$ cat src/pic_pkg.sv
// Constants, types and helper functions for the prioritised interrupt
// controller.
// Assumes a single clock domain and a 16-bit register port.
package pic_pkg;

  // ----------------------------------------------------------------------
  // Sizes
  // ----------------------------------------------------------------------
  localparam int unsigned PIC_NUM_SRC = 28;
  localparam int unsigned PIC_ADDR_W  = 16;
  localparam int unsigned PIC_DATA_W  = 16;
  localparam int unsigned PIC_LO_W    = 16;
  localparam int unsigned PIC_HI_W    = 12;
  localparam int unsigned PIC_VEC_W   = 5;
  localparam int unsigned PIC_CNT_W   = 3;
  localparam int unsigned PIC_EVT_W   = 2;

  // ----------------------------------------------------------------------
  // Register addresses
  // ----------------------------------------------------------------------
  localparam logic [15:0] PIC_ADDR_EN_LOW0  = 16'hFC00;
  localparam logic [15:0] PIC_ADDR_EN_LOW1  = 16'hFC01;
  localparam logic [15:0] PIC_ADDR_EN_HIGH0 = 16'hFC02;
  localparam logic [15:0] PIC_ADDR_EN_HIGH1 = 16'hFC03;
  localparam logic [15:0] PIC_ADDR_PEND0    = 16'hFC04;
  localparam logic [15:0] PIC_ADDR_PEND1    = 16'hFC05;
  localparam logic [15:0] PIC_ADDR_VECTOR   = 16'hFC06;
  localparam logic [15:0] PIC_ADDR_NEST     = 16'hFC07;
  localparam logic [15:0] PIC_ADDR_GDIS     = 16'hFC08;
  localparam logic [15:0] PIC_ADDR_GENA     = 16'hFC09;
  localparam logic [15:0] PIC_ADDR_EVT_STAT = 16'hFC0A;
  localparam logic [15:0] PIC_ADDR_EVT_CLR  = 16'hFC0B;
  localparam logic [15:0] PIC_ADDR_EVT_EN   = 16'hFC0C;

  // ----------------------------------------------------------------------
  // Reset values and field positions
  // ----------------------------------------------------------------------
  localparam logic [27:0] PIC_RST_ENABLE = 28'h0000000;
  localparam logic [27:0] PIC_RST_PEND   = 28'h0000000;
  localparam logic [4:0]  PIC_RST_VECTOR = 5'h00;
  localparam logic [2:0]  PIC_RST_NEST   = 3'h0;
  localparam logic [1:0]  PIC_RST_EVT    = 2'h0;
  localparam logic [2:0]  PIC_NEST_MAX   = 3'h7;
  localparam int unsigned PIC_EVT_ISSUED = 0;
  localparam int unsigned PIC_EVT_SAT    = 1;

  // Priority level of one source, coded as {high bit, low bit}.
  typedef enum logic [1:0] {
    PIC_LVL_OFF  = 2'b00,
    PIC_LVL_LOW  = 2'b01,
    PIC_LVL_MED  = 2'b10,
    PIC_LVL_HIGH = 2'b11
  } pic_level_e;

  // Saturating add of a small amount to the nesting count.
  function automatic logic [2:0] pic_sat_add(input logic [2:0] cnt,
                                             input logic [1:0] amt);
    logic [3:0] sum;
    sum = {1'b0, cnt} + {2'b00, amt};
    return sum[3] ? PIC_NEST_MAX : sum[2:0];
  endfunction

  // Index of the highest set bit, zero when none is set.
  function automatic logic [4:0] pic_msb_index(input logic [27:0] v);
    logic [4:0] idx;
    idx = 5'h00;
    for (int i = 0; i < 28; i++) begin
      if (v[i]) begin
        idx = 5'(i);
      end
    end
    return idx;
  endfunction

endpackage

$ cat src/pic_controller.sv
// Prioritised interrupt controller top: register port, origin flags,
// enables, nesting counter and vectored request to the core.
// Assumes src_req pulses and register strobes are synchronous to clk.
//
// The address-and-strobe port was left to the implementer.
`timescale 1ns/100ps
module pic_controller
  import pic_pkg::*;
#(
  parameter int unsigned NUM_SRC = PIC_NUM_SRC
) (
  // Clock and reset.
  input  wire logic        clk,
  input  wire logic        resetn,
  // Register port.
  input  wire logic [15:0] reg_addr,
  input  wire logic [15:0] reg_wdata,
  input  wire logic        reg_wr,
  input  wire logic        reg_rd,
  output logic [15:0]      reg_rdata,
  // Peripheral request pulses.
  input  wire logic [27:0] src_req,
  // Vectored request to the core.
  output logic             core_req,
  output logic [4:0]       core_vector,
  // Controller event interrupt.
  output logic             irq
);

  // ----------------------------------------------------------------------
  // State
  // ----------------------------------------------------------------------
  logic [27:0] en_low_q;
  logic [27:0] en_high_q;
  logic [27:0] pend_q;
  logic [27:0] pend_d;
  logic [4:0]  vector_q;
  logic [2:0]  nest_q;
  logic [2:0]  nest_d;
  logic        core_req_q;
  logic [1:0]  evt_stat_q;
  logic [1:0]  evt_en_q;
  logic [15:0] rdata_q;
  logic [15:0] rdata_d;

  // ----------------------------------------------------------------------
  // Address decode
  // ----------------------------------------------------------------------
  logic wr_en_low0;
  logic wr_en_low1;
  logic wr_en_high0;
  logic wr_en_high1;
  logic wr_pend0;
  logic wr_pend1;
  logic wr_nest;
  logic wr_gdis;
  logic wr_gena;
  logic wr_evt_clr;
  logic wr_evt_en;

  // Write strobes for each register except the read-only vector and event status.
  assign wr_en_low0  = reg_wr && (reg_addr == PIC_ADDR_EN_LOW0);
  assign wr_en_low1  = reg_wr && (reg_addr == PIC_ADDR_EN_LOW1);
  assign wr_en_high0 = reg_wr && (reg_addr == PIC_ADDR_EN_HIGH0);
  assign wr_en_high1 = reg_wr && (reg_addr == PIC_ADDR_EN_HIGH1);
  assign wr_pend0    = reg_wr && (reg_addr == PIC_ADDR_PEND0);
  assign wr_pend1    = reg_wr && (reg_addr == PIC_ADDR_PEND1);
  assign wr_nest     = reg_wr && (reg_addr == PIC_ADDR_NEST);
  assign wr_gdis     = reg_wr && (reg_addr == PIC_ADDR_GDIS);
  assign wr_gena     = reg_wr && (reg_addr == PIC_ADDR_GENA);
  assign wr_evt_clr  = reg_wr && (reg_addr == PIC_ADDR_EVT_CLR);
  assign wr_evt_en   = reg_wr && (reg_addr == PIC_ADDR_EVT_EN);

  // ----------------------------------------------------------------------
  // Enable registers
  // ----------------------------------------------------------------------
  // split by source range.
  always_ff @(posedge clk or negedge resetn) begin
    if (!resetn) begin
      en_low_q <= PIC_RST_ENABLE;
    end else begin
      if (wr_en_low0) begin
        en_low_q[15:0] <= reg_wdata;
      end
      if (wr_en_low1) begin
        en_low_q[27:16] <= reg_wdata[11:0];
      end
    end
  end

  always_ff @(posedge clk or negedge resetn) begin
    if (!resetn) begin
      en_high_q <= PIC_RST_ENABLE;
    end else begin
      if (wr_en_high0) begin
        en_high_q[15:0] <= reg_wdata;
      end
      if (wr_en_high1) begin
        en_high_q[27:16] <= reg_wdata[11:0];
      end
    end
  end

  // ----------------------------------------------------------------------
  // Selection and forwarding
  // ----------------------------------------------------------------------
  logic        sel_valid;
  logic [4:0]  sel_index;
  pic_level_e  sel_level;
  logic        issue;
  logic [27:0] issue_clr;
  logic [27:0] sw_clr;

  pic_prio_sel u_sel (
    .clk       (clk),
    .resetn    (resetn),
    .pending   (pend_q),
    .en_low    (en_low_q),
    .en_high   (en_high_q),
    .sel_valid (sel_valid),
    .sel_index (sel_index),
    .sel_level (sel_level)
  );

  assign issue = sel_valid && (nest_q == PIC_RST_NEST);

  // One-hot clear of the flag being forwarded.
  assign issue_clr = issue ? (28'h0000001 << sel_index) : 28'h0000000;

  // Clears requested by software on either origin register.
  assign sw_clr = {(wr_pend1 ? reg_wdata[11:0] : 12'h000),
                   (wr_pend0 ? reg_wdata : 16'h0000)};

  // ----------------------------------------------------------------------
  // Origin flags
  // ----------------------------------------------------------------------
  // pulse sets, and wins over any clear.
  assign pend_d = (pend_q & ~sw_clr & ~issue_clr) | src_req;

  always_ff @(posedge clk or negedge resetn) begin
    if (!resetn) begin
      pend_q <= PIC_RST_PEND;
    end else begin
      pend_q <= pend_d;
    end
  end

  always_ff @(posedge clk or negedge resetn) begin
    if (!resetn) begin
      core_req_q <= 1'b0;
      vector_q   <= PIC_RST_VECTOR;
    end else begin
      core_req_q <= issue;
      if (issue) begin
        vector_q <= sel_index;
      end
    end
  end

  assign core_req    = core_req_q;
  assign core_vector = vector_q;

  // ----------------------------------------------------------------------
  // Nesting counter
  // ----------------------------------------------------------------------
  logic       nest_dec;
  logic [1:0] nest_inc;
  logic [2:0] nest_base;
  logic [3:0] nest_raw;
  logic       nest_sat;

  assign nest_dec  = wr_gena && (nest_q != PIC_RST_NEST);
  assign nest_base = nest_dec ? (nest_q - 3'h1) : nest_q;
  assign nest_inc  = {1'b0, issue} + {1'b0, wr_gdis};
  assign nest_raw  = {1'b0, nest_base} + {2'b00, nest_inc};
  assign nest_sat  = !wr_nest && nest_raw[3];

  // a direct write simply loads the value.
  always_comb begin
    if (wr_nest) begin
      nest_d = reg_wdata[2:0];
    end else begin
      nest_d = pic_sat_add(nest_base, nest_inc);
    end
  end

  always_ff @(posedge clk or negedge resetn) begin
    if (!resetn) begin
      nest_q <= PIC_RST_NEST;
    end else begin
      nest_q <= nest_d;
    end
  end

  // ----------------------------------------------------------------------
  // Controller events
  // ----------------------------------------------------------------------
  logic [1:0] evt_set;
  logic [1:0] evt_clr;

  // Sticky bits: request sent, and count held at its ceiling.
  assign evt_set = {nest_sat, issue};
  assign evt_clr = wr_evt_clr ? reg_wdata[1:0] : 2'h0;

  // Set wins over a clear in the same cycle.
  always_ff @(posedge clk or negedge resetn) begin
    if (!resetn) begin
      evt_stat_q <= PIC_RST_EVT;
    end else begin
      evt_stat_q <= (evt_stat_q & ~evt_clr) | evt_set;
    end
  end

  // Event enable mask.
  always_ff @(posedge clk or negedge resetn) begin
    if (!resetn) begin
      evt_en_q <= PIC_RST_EVT;
    end else if (wr_evt_en) begin
      evt_en_q <= reg_wdata[1:0];
    end
  end

  assign irq = |(evt_stat_q & evt_en_q);

  // ----------------------------------------------------------------------
  // Read port
  // ----------------------------------------------------------------------
  // count is readable.
  always_comb begin
    rdata_d = 16'h0000;
    if (reg_rd) begin
      unique case (reg_addr)
        PIC_ADDR_EN_LOW0:  rdata_d = en_low_q[15:0];
        PIC_ADDR_EN_LOW1:  rdata_d = {4'h0, en_low_q[27:16]};
        PIC_ADDR_EN_HIGH0: rdata_d = en_high_q[15:0];
        PIC_ADDR_EN_HIGH1: rdata_d = {4'h0, en_high_q[27:16]};
        PIC_ADDR_PEND0:    rdata_d = pend_q[15:0];
        PIC_ADDR_PEND1:    rdata_d = {4'h0, pend_q[27:16]};
        PIC_ADDR_VECTOR:   rdata_d = {11'h000, vector_q};
        PIC_ADDR_NEST:     rdata_d = {13'h0000, nest_q};
        PIC_ADDR_EVT_STAT: rdata_d = {14'h0000, evt_stat_q};
        PIC_ADDR_EVT_EN:   rdata_d = {14'h0000, evt_en_q};
        default:           rdata_d = 16'h0000;
      endcase
    end
  end

  // Read data stand only in the cycle after the strobe.
  always_ff @(posedge clk or negedge resetn) begin
    if (!resetn) begin
      rdata_q <= 16'h0000;
    end else begin
      rdata_q <= rdata_d;
    end
  end

  assign reg_rdata = rdata_q;

  // ----------------------------------------------------------------------
  // Checks
  // ----------------------------------------------------------------------
  // Flags of disabled sources that software is not clearing this cycle.
  logic [27:0] hold_mask;
  assign hold_mask = pend_q & ~(en_low_q | en_high_q) & ~sw_clr;

  AST_SEND_VECTOR: assert property (
    @(posedge clk) disable iff (!resetn)
    issue |=> (core_req && core_vector == $past(sel_index)))
    else $error("core request or vector wrong after send");
  AST_SEND_CLEARS_FLAG: assert property (
    @(posedge clk) disable iff (!resetn)
    (issue && !src_req[sel_index]) |=> !pend_q[$past(sel_index)])
    else $error("forwarded flag not cleared");
  AST_SET_ALWAYS: assert property (
    @(posedge clk) disable iff (!resetn)
    (|src_req) |=> ((pend_q & $past(src_req)) == $past(src_req)))
    else $error("request pulse did not set its flag");
  AST_W1C: assert property (
    @(posedge clk) disable iff (!resetn)
    (wr_pend0 && !issue && src_req == 28'h0000000) |=>
      (pend_q[15:0] == ($past(pend_q[15:0]) & ~$past(reg_wdata))))
    else $error("origin write did not clear exactly the written ones");
  AST_DISABLED_STAYS: assert property (
    @(posedge clk) disable iff (!resetn)
    (|hold_mask) |=> ((pend_q & $past(hold_mask)) == $past(hold_mask)))
    else $error("disabled source flag lost without a clear");
  AST_NO_SEND_NONZERO: assert property (
    @(posedge clk) disable iff (!resetn)
    (nest_q != 3'h0) |=> !core_req)
    else $error("request forwarded while count non-zero");
  AST_SEND_INC: assert property (
    @(posedge clk) disable iff (!resetn)
    (issue && !wr_gdis && !wr_nest && !wr_gena) |=> (nest_q == 3'h1))
    else $error("send did not raise count by one");
  AST_DIS_INC: assert property (
    @(posedge clk) disable iff (!resetn)
    (wr_gdis && !issue && nest_q < 3'h7) |=>
      (nest_q == $past(nest_q) + 3'h1))
    else $error("disable write did not raise count");
  AST_DIS_SEND_TWO: assert property (
    @(posedge clk) disable iff (!resetn)
    (wr_gdis && issue) |=> (nest_q == 3'h2))
    else $error("send with disable write did not add two");
  AST_ENA_DEC: assert property (
    @(posedge clk) disable iff (!resetn)
    (wr_gena && nest_q != 3'h0) |=> (nest_q == $past(nest_q) - 3'h1))
    else $error("enable write did not lower count");
  AST_SATURATE: assert property (
    @(posedge clk) disable iff (!resetn)
    (nest_q == 3'h7 && wr_gdis) |=> (nest_q == 3'h7))
    else $error("count wrapped past seven");
  AST_READ_COUNT: assert property (
    @(posedge clk) disable iff (!resetn)
    (reg_rd && reg_addr == PIC_ADDR_NEST) |=>
      (reg_rdata == {13'h0000, $past(nest_q)}))
    else $error("count read returned wrong value");
  AST_VECTOR_RANGE: assert property (
    @(posedge clk) disable iff (!resetn)
    core_req |-> (vector_q <= 5'h1B))
    else $error("vector out of range");

  COV_SEND: cover property (
    @(posedge clk) disable iff (!resetn) issue ##1 core_req);
  COV_DIS_AND_SEND: cover property (
    @(posedge clk) disable iff (!resetn) issue && wr_gdis);
  COV_COMPETE: cover property (
    @(posedge clk) disable iff (!resetn)
    issue && sel_level == PIC_LVL_HIGH &&
    ($countones(pend_q & (en_low_q | en_high_q)) > 1));
  COV_REENABLE: cover property (
    @(posedge clk) disable iff (!resetn)
    (wr_gena && nest_q == 3'h1) ##1 issue);

endmodule

$ cat src/pic_prio_sel.sv
// Priority selector: picks the pending enabled source of highest level,
// highest source number first within a level.
// Assumes pending and enable vectors come from flops of the same clock.
`timescale 1ns/100ps
module pic_prio_sel
  import pic_pkg::*;
(
  // Clock and reset, used by the checks only.
  input  wire logic        clk,
  input  wire logic        resetn,
  // Source state.
  input  wire logic [27:0] pending,
  input  wire logic [27:0] en_low,
  input  wire logic [27:0] en_high,
  // Selection.
  output logic             sel_valid,
  output logic [4:0]       sel_index,
  output pic_level_e       sel_level
);

  logic [27:0] lvl_high;
  logic [27:0] lvl_med;
  logic [27:0] lvl_low;
  logic [27:0] win_mask;

  // Split the pending enabled sources by level.
  assign lvl_high = pending & en_high & en_low;
  assign lvl_med  = pending & en_high & ~en_low;
  assign lvl_low  = pending & ~en_high & en_low;

  always_comb begin
    win_mask  = 28'h0000000;
    sel_level = PIC_LVL_OFF;
    if (|lvl_high) begin
      win_mask  = lvl_high;
      sel_level = PIC_LVL_HIGH;
    end else if (|lvl_med) begin
      win_mask  = lvl_med;
      sel_level = PIC_LVL_MED;
    end else if (|lvl_low) begin
      win_mask  = lvl_low;
      sel_level = PIC_LVL_LOW;
    end
  end

  assign sel_index = pic_msb_index(win_mask);
  assign sel_valid = |win_mask;

  // ----------------------------------------------------------------------
  // Checks
  // ----------------------------------------------------------------------
  AST_PRIO_HIGH_FIRST: assert property (
    @(posedge clk) disable iff (!resetn)
    (|lvl_high) |-> (sel_valid && en_high[sel_index] && en_low[sel_index]))
    else $error("high level source not chosen first");

  AST_TIE_HIGHEST_NUM: assert property (
    @(posedge clk) disable iff (!resetn)
    sel_valid |-> (((win_mask >> sel_index) >> 1) == 28'h0000000))
    else $error("tie not broken to highest source number");

endmodule
$ cat config.mk
export PLATFORM = sky130hd
export DESIGN_NAME = pic_controller
export DESIGN_NICKNAME = d
export VERILOG_FILES = /design/src/pic_pkg.sv /design/src/pic_controller.sv /design/src/pic_prio_sel.sv
export SDC_FILE = /design/constraint.sdc
export NUM_CORES = 1
export LEC_CHECK = 0
export ABC_AREA = 0
export BUFFER_PORTS_ARGS = -buffer_cell sky130_fd_sc_hd__buf_2
export CAP_MARGIN = 15
export CORE_MARGIN = 8
export CORE_UTILIZATION = 59
export CTS_CLUSTER_SIZE = 30
export DETAILED_ROUTE_END_ITERATION = 6
export HOLD_SLACK_MARGIN = 0.08
export PLACE_DENSITY = 0.81
export SETUP_SLACK_MARGIN = 0.2
export SYNTH_ARGS = -nofsm -noshare
export SYNTH_HDL_FRONTEND = slang
export SYNTH_SLANG_ARGS = --single-unit
$ cat constraint.sdc
create_clock -name clk -period 5.4 [get_ports clk]
set_clock_uncertainty 0.15 [all_clocks]
set_input_delay 0.54 -clock clk [delete_from_list [all_inputs] [get_ports clk]]
set_output_delay 0.54 -clock clk [all_outputs]
set_load 0.02 [all_outputs]
# Word level (Yosys, flattened, before mapping)
# Index checks and enable logic that the tools add are counted.
# W data, S select, Z words.
# totals
elab_cells	105
inputBits	64
reg_bits	113
# op_classes
reduce_logical	22
eq_ne	13
mux	39
addsub	3
bitwise_logic	16
n_shift	1
# ops
operator	count
$eq A16 B16 Y1 const B	13
$and A28 B28 Y28	7
$pmux W16 S10	1
$mux W28	4
$not A28 Y28	4
$reduce_or A28 Y1	4
$mux W5	12
$mux W16	2
$mux W4	8
$or A28 B28 Y28	1
$shl A1 B5 Y28 const A	1
$mux W3	7
$logic_and A1 B1 Y1	14
$mux W12	1
$mux W2	3
$add A3 B2 Y4	1
$and A2 B2 Y2	2
$logic_not A3 Y1	1
$reduce_bool A3 Y1	1
$sub A3 B1 Y3 const B	1
$add A1 B1 Y2	1
$not A2 Y2	1
$or A2 B2 Y2	1
$reduce_or A2 Y1	1
other kinds (2)	2

# Depth between registers and ports, before layout
# Gate-level depths: netlist of the first run.
# logic_depth
word_depth	39
ltp_mapped	18
mapped_depth_nobuf	14

# Cells and area by module
# Synthesis of the first run repeated with hierarchy kept, for this count alone.
# unflattened
cells_unflattened	772
hier_area_um2	7214.4
# modules_own_cells
module	n_inst	area_each_um2	seq_area_each_um2	cells_each
pic_controller	1	5502.8	2827.7	490
pic_prio_sel	1	1711.6	0.0	282

# Worst setup path after synthesis of the first run
# Ideal clock, no wire load.
# synth_timing
path_type	register to register
start	reg en_low_q[5]
end	reg nest_q[2]
slack_ns	1.251
stages_incl_launch_ff	17
t_arrival_ns	3.917
setup_time_ns	0.082
t_required_ns	5.168
n_path_buf	2
cell_sequence	dfrtp_1 > and3_4 > or4_4 > or3_1 > buf_4 > nor2_4 > xnor2_1 > o211ai_1 > nor4_1 > nand2_1 > o21ai_0 > clkbuf_1 > fa_1 > inv_1 > ha_1 > xor2_1 > a31oi_1
# synth_between
elab_chain_len	11
# synth_lines
item	line	text
from (decl)	pic_controller.sv:33	logic [27:0] en_low_q;
from (signal assigned)	pic_controller.sv:83	en_low_q[15:0] <= reg_wdata;
$and A28 B28 Y28 / $not A28 Y28 (equally long branches)	pic_prio_sel.sv:29, pic_prio_sel.sv:28	
$reduce_or A28 Y1 / $and A28 B28 Y28 (equally long branches)	pic_prio_sel.sv:40, pic_prio_sel.sv:28	
$mux W28 / $reduce_or A28 Y1 (equally long branches)	pic_prio_sel.sv:40, pic_prio_sel.sv:37	
$mux W28	pic_prio_sel.sv:37	end else if (|lvl_med) begin
$mux W28 *	pic_prio_sel.sv:34	if (|lvl_high) begin
$reduce_or A28 Y1 *	pic_prio_sel.sv:47	assign sel_valid = |win_mask;
$logic_and A1 B1 Y1 *	pic_controller.sv:125	assign issue = sel_valid && (nest_q == PIC_RST_NEST);
$add A1 B1 Y2 *	pic_controller.sv:174	assign nest_inc = {1'b0, issue} + {1'b0, wr_gdis};
$add A3 B2 Y4 *	pic_pkg.sv:59	sum = {1'b0, cnt} + {2'b00, amt};
$mux W3 *	pic_pkg.sv:60	return sum[3] ? PIC_NEST_MAX : sum[2:0];
$mux W3 *	pic_controller.sv:180	if (wr_nest) begin
via nest_d[2]	pic_controller.sv:39	logic [2:0] nest_d;
to (signal assigned)	pic_controller.sv:191	nest_q <= nest_d;
to (decl)	pic_controller.sv:38	logic [2:0] nest_q;
# The timed path passes the listed nets; every way through them passes the cells marked *.
# A chain may end at the register's enable or synchronous reset.

# Final worst setup path of the first run
# layout_timing
start	reg en_low_q[18]
end	reg pend_q[9]
# layout_between
elab_chain_len	37
# layout_lines
item	line	text
from (signal assigned)	pic_controller.sv:86	en_low_q[27:16] <= reg_wdata[11:0];
$and A28 B28 Y28 / $not A28 Y28 (equally long branches)	pic_prio_sel.sv:29, pic_prio_sel.sv:28	
$reduce_or A28 Y1 / $and A28 B28 Y28 (equally long branches)	pic_prio_sel.sv:40, pic_prio_sel.sv:28	
$mux W28 / $reduce_or A28 Y1 (equally long branches)	pic_prio_sel.sv:40, pic_prio_sel.sv:37	
$mux W28	pic_prio_sel.sv:37	
$mux W28 *	pic_prio_sel.sv:34	
$mux W1	pic_pkg.sv:68	if (v[i]) begin
$mux W2 (2 in series)	pic_pkg.sv:68	
$mux W3 (4 in series)	pic_pkg.sv:68	
$mux W4 (8 in series)	pic_pkg.sv:68	
$mux W5 (12 in series)	pic_pkg.sv:68	
$shl A1 B5 Y28	pic_controller.sv:128	assign issue_clr = issue ? (28'h0000001 << sel_index) : 28'h0000000;
$mux W28 *	pic_controller.sv:128	
$not A28 Y28 *	pic_controller.sv:138	assign pend_d = (pend_q & ~sw_clr & ~issue_clr) | src_req;
$and A28 B28 Y28 *	pic_controller.sv:138	
$or A28 B28 Y28 *	pic_controller.sv:138	
via pend_d[9]	pic_controller.sv:36	logic [27:0] pend_d;
to (signal assigned)	pic_controller.sv:144	pend_q <= pend_d;
to (decl)	pic_controller.sv:35	logic [27:0] pend_q;
# Marks and branches as above.

==> flow_metrics.py, run 1 <==
metrics = {
    "outcome": {
        "status": "finished with violations",
        "violations": "DRC",
    },
    "synth": {
        "synth_top_cells_by_area": "dfrtp_1 (39%), mux2_2 (9.0%), nand2_1 (4.9%), nand3b_1 (3.8%), nand3_1 (3.2%)",
        "yosysMostFrequentCell": "dfrtp_1",
        "synth_area_um2": 7240,
        "synth.yosys.seq_area_share_pct": 39.1,
        "ys_ff_latch": 113,
        "yosys.area.top_type_share_pct": 39.1,
        "synthCells": 765,
        "synth_nets": 833,
        "ys_warn_count": 0,
        "async_reset_ff_share_pct": 100,
        "synth_area_leader_cell": "dfrtp_1",
        "synthTopCellsByCount": "dfrtp_1 (113), nand2_1 (94), mux2_2 (58)",
        "synth_edf_count": 0,
        "synth_cell_types": 87,
        "syn_avg_cell_area_um2": 9.46,
        "synth_top_flop_cell": "dfrtp_1",
    },
    "worst_setup_path": {
        "crit_path_max_fanout": 16,
        "required_ns": 5.53,
        "cp_data_arrival_time_ns": 5.14,
        "crit_path_end_kind": "flip-flop",
        "r2r_cells": 11,
        "critPathKind": "flip-flop to flip-flop",
        "rr_endpoint": "pend_q[9]",
        "r2r-start": "en_low_q[18]",
        "reg2reg_slack_ns": 0.39,
        "startpoint_type": "flip-flop",
    },
    "hold_path": {
        "hp-start": "src_req[24]",
        "min_to": "pend_q[24]",
        "whs_path_depth": 2,
        "hold_class": "input port to flip-flop",
    },
    "final_layout": {
        "postLayoutCoreUtil_pct": 70.6,
        "fin_nets": 914,
        "multiInputGateArea_um2": 4230,
        "drive_gt1_share_pct": 27.4,
        "area.growth.synth_to_final_pct": 17.3,
        "antenna_cells": 0,
        "fill_cells": 901,
        "seqCellArea_um2": 2830,
    },
    "global_routing": {
        "track_usage_pct": 37.5,
        "antenna_found_initial": 1,
        "met2_usage_pct": 54.4,
        "grt_max_degree": 64,
        "overflow": 0,
        "grt_use_met1_pct": 47.0,
        "grt_pass1_vias": 7537,
        "grt_busiest_layer": "met2",
        "grt_pass1_wl_um": 45100,
        "use_met3_pct": 15.0,
    },
    "floorplanning": {
        "die_w_um": 127,
        "die_area_um2": 16100,
        "rows": 40,
        "die_height_um": 127,
        "initial_utilization_pct": 60.2,
        "io_pins": 87,
        "core_region_area_um2": 12000,
    },
    "route": {
        "drc": 15,
        "wirelength_um": 29900,
        "drtPass1Iterations": 7,
        "ant_nets": 0,
        "vias": 7523,
        "viasPerCell": 7.49,
        "detail_route.iter0.violations": 1357,
        "routedWlPerCell_um": 29.8,
    },
    "power": {
        "max-vdd-ir-drop_mv": 0.236,
        "power_leakage_nw": 3.81,
        "power_density_nw_per_um2": 258,
    },
    "job": {
        "cap_violations": 0,
    },
    "place": {
        "dp_hpwl_um": 21700,
        "port_buffers": 86,
        "pre_cts_slack_ns": 0.425,
        "routabilityCongestion": 1.13,
    },
    "sta": {
        "fin_crit_sh_pct": 92.8,
        "hold_ws_ns": 0.146,
        "finalWorstSetupSlack_ns": 0.391,
        "rsz0062_at_grt": "false",
        "hold_viol": 0,
        "fmaxAchievable_mhz": 200,
        "finalSetupViolations": 0,
        "drv_slew": 0,
        "fin_tns_setup_ns": 0,
        "worst_pin_slew_ns": 1.22,
        "post-route-min-period_ns": 5.01,
        "slew_headroom_pct": 18.6,
    },
    "clock_tree": {
        "cts_buffers": 17,
        "clockRootBuffer": "clkbuf_16",
        "htreeDepth": 4,
        "clkTransAtPathRegs_ns": 0.06,
        "cts_setup_buffers": 0,
        "insertion_delay_ns": 0.43,
        "cts.sinks": 113,
        "cts_tree": "done",
        "clk_path_buf_depth": 2,
    },
}
area by class of cell:
| class | count | area share, % |
|---|---|---|
| clock inverter | 9 | 2.11 |
| timing repair buffer | 100 | 6.37 |
| sequential | 113 | 33.3 |
| tap | 147 | 2.17 |
| inverter | 14 | 0.619 |
| clock buffer | 22 | 5.59 |
| multi-input combinational | 600 | 49.8 |
layout by cell type (no fill, tap or decap), drive strengths merged, types with 12 or more instances in the layout:
cell,n
inv,14
a31oi,16
clkbuf,22
nand3b,37
a221oi,13
dfrtp,113
nor2,47
and3,14
buf,99
nand3,46
o21ai,24
mux2,58
mux2i,12
nor3,12
a31o,24
a21oi,22
nand2,95
per-layer routing:
layer,up-vias,routed length [µm]
met5,-,13
met4,2,1760
met1,3598,11100
li1,3114,-
met3,165,4380
met2,644,12600
state kept, by name, summed over array words and instances, names as in the netlist:
register	flops
core_req	1
core_vector	5
en_high_q	28
en_low_q	28
evt_en_q	2
evt_stat_q	2
nest_q	3
pend_q	28
reg_rdata	16
worst max-delay path by stage:
stage	from	to	cells past startpoint
6_report	en_low_q[18]	pend_q[9]	11
5_1_grt	en_low_q[18]	pend_q[9]	11
4_1_cts	en_low_q[18]	pend_q[10]	11
3_5_place_dp	en_low_q[18]	pend_q[10]	11
3_3_place_gp	en_low_q[18]	pend_q[10]	11
2_1_floorplan	en_low_q[5]	nest_q[2]	16
what timing repair did:
item                       4_1_cts  5_1_grt
hold endpoints to repair        50        0
resized for setup                0        1
setup endpoints to repair        0        3
hold buffers                     1        0
power by group:
group / switching, W / internal (W)
combinational: 0.0000519 / 0.0000256
clock: 0.000410 / 0.000852
sequential: 0.000000280 / 0.000848
total: 0.000462 / 0.00173
metrics by stage:
step	cells	total power (W)	cell area (µm²)
detailed placement	973	0.000938	7810
floorplan	765	0.000883	7240
finish	1005	0.00219	8490
global placement	973	0.000934	7810
global route	1005	0.00221	8490
CTS	1005	0.00217	8470
worst max-delay path: stages (launching register included):
cell and delay, ns:
dfrtp_1 0.43, and3_1 0.23, or4_4 0.54, nor3_4 0.49
nand2_4 0.30, o21ai_0 0.64, a211o_1 0.31, a21oi_1 0.11
a221oi_1 0.34, nand2_1 0.44, o311ai_0 0.73, nand2b_1 0.14
logic make-up after synthesis:
logic type	count (synthesis)	share of synthesized area, %
buffers and inverters	52	3.03
AOI/OAI and AO/OA	202	22.1
xor gates and xnor gates	7	0.847
adders and majority gates	4	0.796
muxes	70	10.7
DFF	113	39.1
and+or+nand+nor	317	23.4
(Power assumes the default switching activity.)
==> run 2, diff against run 1 <==
- BUFFER_PORTS_ARGS: -buffer_cell sky130_fd_sc_hd__buf_2 -> unset
- CORE_MARGIN: 8 -> 2
- CORE_UTILIZATION: 59 -> 65
- DONT_BUFFER_PORTS: unset -> 1
- REMOVE_ABC_BUFFERS: unset -> 1
==> run 2 against run 1 <==
Net effect: the flow still finishes with violations (DRC); routed wire length grew 1.6%; sequential cell count stayed put; largest cell class unchanged; final cell count decreased by 2.5%; hold slack worse by 0.050 ns; critical path depth rose by 1; highest routed layer unchanged; via count increased by 3.0%.
==> flow_metrics.py, run 2 (synthesis results as in run 1) <==
metrics = {
    "outcome": {
        "status": "finished with violations",
        "violations": "DRC",
    },
    "route": {
        "detail_route.iter0.violations": 1497,
        "drc": 1,
        "wirelength_um": 30400,
        "vias": 7752,
        "viasPerCell": 7.91,
        "routedWlPerCell_um": 31.0,
        "ant_nets": 0,
        "drtPass1Iterations": 7,
    },
    "final_layout": {
        "antenna_cells": 0,
        "layout_common_cells": "dfrtp_1 (113), nand2_1 (93), dlygate4sd3_1 (68)",
        "final_common_cell": "dfrtp_1",
        "area.growth.synth_to_final_pct": 20.1,
        "fin_nets": 896,
        "fill_cells": 661,
        "layout.cells.non_filler": 980,
        "drive_gt1_share_pct": 18.8,
        "top_regs": "en_high_q: 28 flops, en_low_q: 28 flops, pend_q: 28 flops",
        "postLayoutCoreUtil_pct": 80.2,
    },
    "worst_setup_path": {
        "crit_path_end_kind": "flip-flop",
        "critPathKind": "flip-flop to flip-flop",
        "setup.worst_path.start": "en_low_q[20]",
        "path_cells": "nand3b_1 -> o2111ai_1 -> nor4_1 -> and4_2 -> nand2_1 -> o211ai_1 -> o22ai_1 -> or3_1 -> o21ai_2 -> nand3_1 -> a31o_2 -> dlygate4sd3_1",
        "path_buf_inv": 1,
        "startpoint_type": "flip-flop",
        "r2r-start": "en_low_q[20]",
        "crit_path_max_fanout": 11,
        "required_ns": 5.68,
        "crit_slowest_cell": "nor4_1",
        "cp_slowest_stage_delay_ns": 0.75,
        "critical_path.top_delay_family": "simple AND/OR/NAND/NOR gates",
        "cp_data_arrival_time_ns": 5.44,
    },
    "floorplanning": {
        "die_height_um": 110,
        "die_area_um2": 12000,
        "io_pins": 87,
        "core_region_area_um2": 10800,
        "rows": 38,
        "initial_utilization_pct": 66.7,
        "die_w_um": 110,
    },
    "sta": {
        "finalSetupViolations": 0,
        "post-route-min-period_ns": 5.16,
        "hold_viol": 0,
        "slew_headroom_pct": 17.9,
        "finalWorstSetupSlack_ns": 0.239,
        "fin_crit_sh_pct": 95.6,
        "fmaxAchievable_mhz": 194,
        "drv_slew": 0,
        "worst_pin_slew_ns": 1.23,
        "rsz0062_at_grt": "false",
        "fin_tns_setup_ns": 0,
    },
    "power": {
        "power_density_nw_per_um2": 232,
        "power_leakage_nw": 3.63,
        "max-vdd-ir-drop_mv": 0.257,
        "finalPower_w": 0.00202,
    },
    "job": {
        "cap_violations": 0,
    },
    "place": {
        "dp_hpwl_um": 19200,
        "routabilityCongestion": 1.12,
        "port_buffers": 0,
        "place_inst": 878,
        "pre_cts_slack_ns": 0.532,
    },
    "clock_tree": {
        "insertion_delay_ns": 0.55,
        "clkTransAtPathRegs_ns": 0.06,
        "cts_buffers": 17,
        "clk_path_buf_depth": 2,
        "cts.sinks": 113,
        "cts_tree": "done",
        "htreeDepth": 4,
        "clockRootBuffer": "clkbuf_8",
    },
    "hold_path": {
        "hp-start": "reg_addr[2]",
        "hold_class": "input port to flip-flop",
    },
    "global_routing": {
        "track_usage_pct": 53.3,
        "grt_pass1_wl_um": 45500,
        "grt_max_degree": 114,
        "grt_pass1_vias": 7788,
        "antenna_found_initial": 0,
        "overflow": 0,
    },
}
[run 2: layout make-up]
cell class	instances	area [µm²]	share of cell area (%)
multi-input cells	600	4260	49.0
flip-flops and latches	113	2830	32.5
repair buffers	82	806	9.27
clock buffers	21	459	5.28
well taps	140	175	2.02
clock inverters	10	110	1.27
inverters	14	52.6	0.605
[run 2: worst paths after layout]
| path | end | slack, ns | depth (start not counted) |
|---|---|---|---|
| max in group asynchronous | en_low_q[10] | 4.15 | 2 |
| worst max register to register | pend_q[19] | 0.24 | 12 |
| worst min-delay path | reg_rdata[1] | 0.1 | 2 |
| worst min register to register | evt_stat_q[0] | 0.41 | 2 |
| min in group asynchronous | core_vector[0] | 0.53 | 2 |
| worst max-delay path | pend_q[19] | 0.24 | 12 |
[run 2: where the power goes]
| part | internal, W | switching, W |
|---|---|---|
| Clock | 0.000686 | 0.000410 |
| Combinational | 0.0000328 | 0.0000379 |
| Sequential | 0.000848 | 0.000000293 |
| Total | 0.00157 | 0.000449 |
[run 2: routing by layer]
| layer | wire (µm) | share of wire (%) | track usage, % | up-vias |
|---|---|---|---|---|
| met5 | 35 | 0.12 | 10.3 | - |
| met4 | 2520 | 8.3 | 39.2 | 2 |
| met3 | 4560 | 15 | 27.7 | 244 |
| met2 | 12800 | 42 | 74.3 | 787 |
| met1 | 10500 | 35 | 61.3 | 3646 |
| li1 | - | - | - | 3073 |
[run 2: through the flow]
stage                     hold WS [ns]  cell area [µm²]
after floorplan                 0.0944             7070
after global placement          0.0965             7350
after detailed placement        0.0967             7350
after CTS                       0.0802             8630
after global routing            0.0826             8690
final                           0.0957             8690
[run 2: timing repair]
action / CTS / global route
setup buffers: 0 / 2
hold endpoints to repair: 204 / 0
hold buffers: 69 / 0
endpoints found under the setup margin: 0 / 22
gates resized for setup: 0 / 9
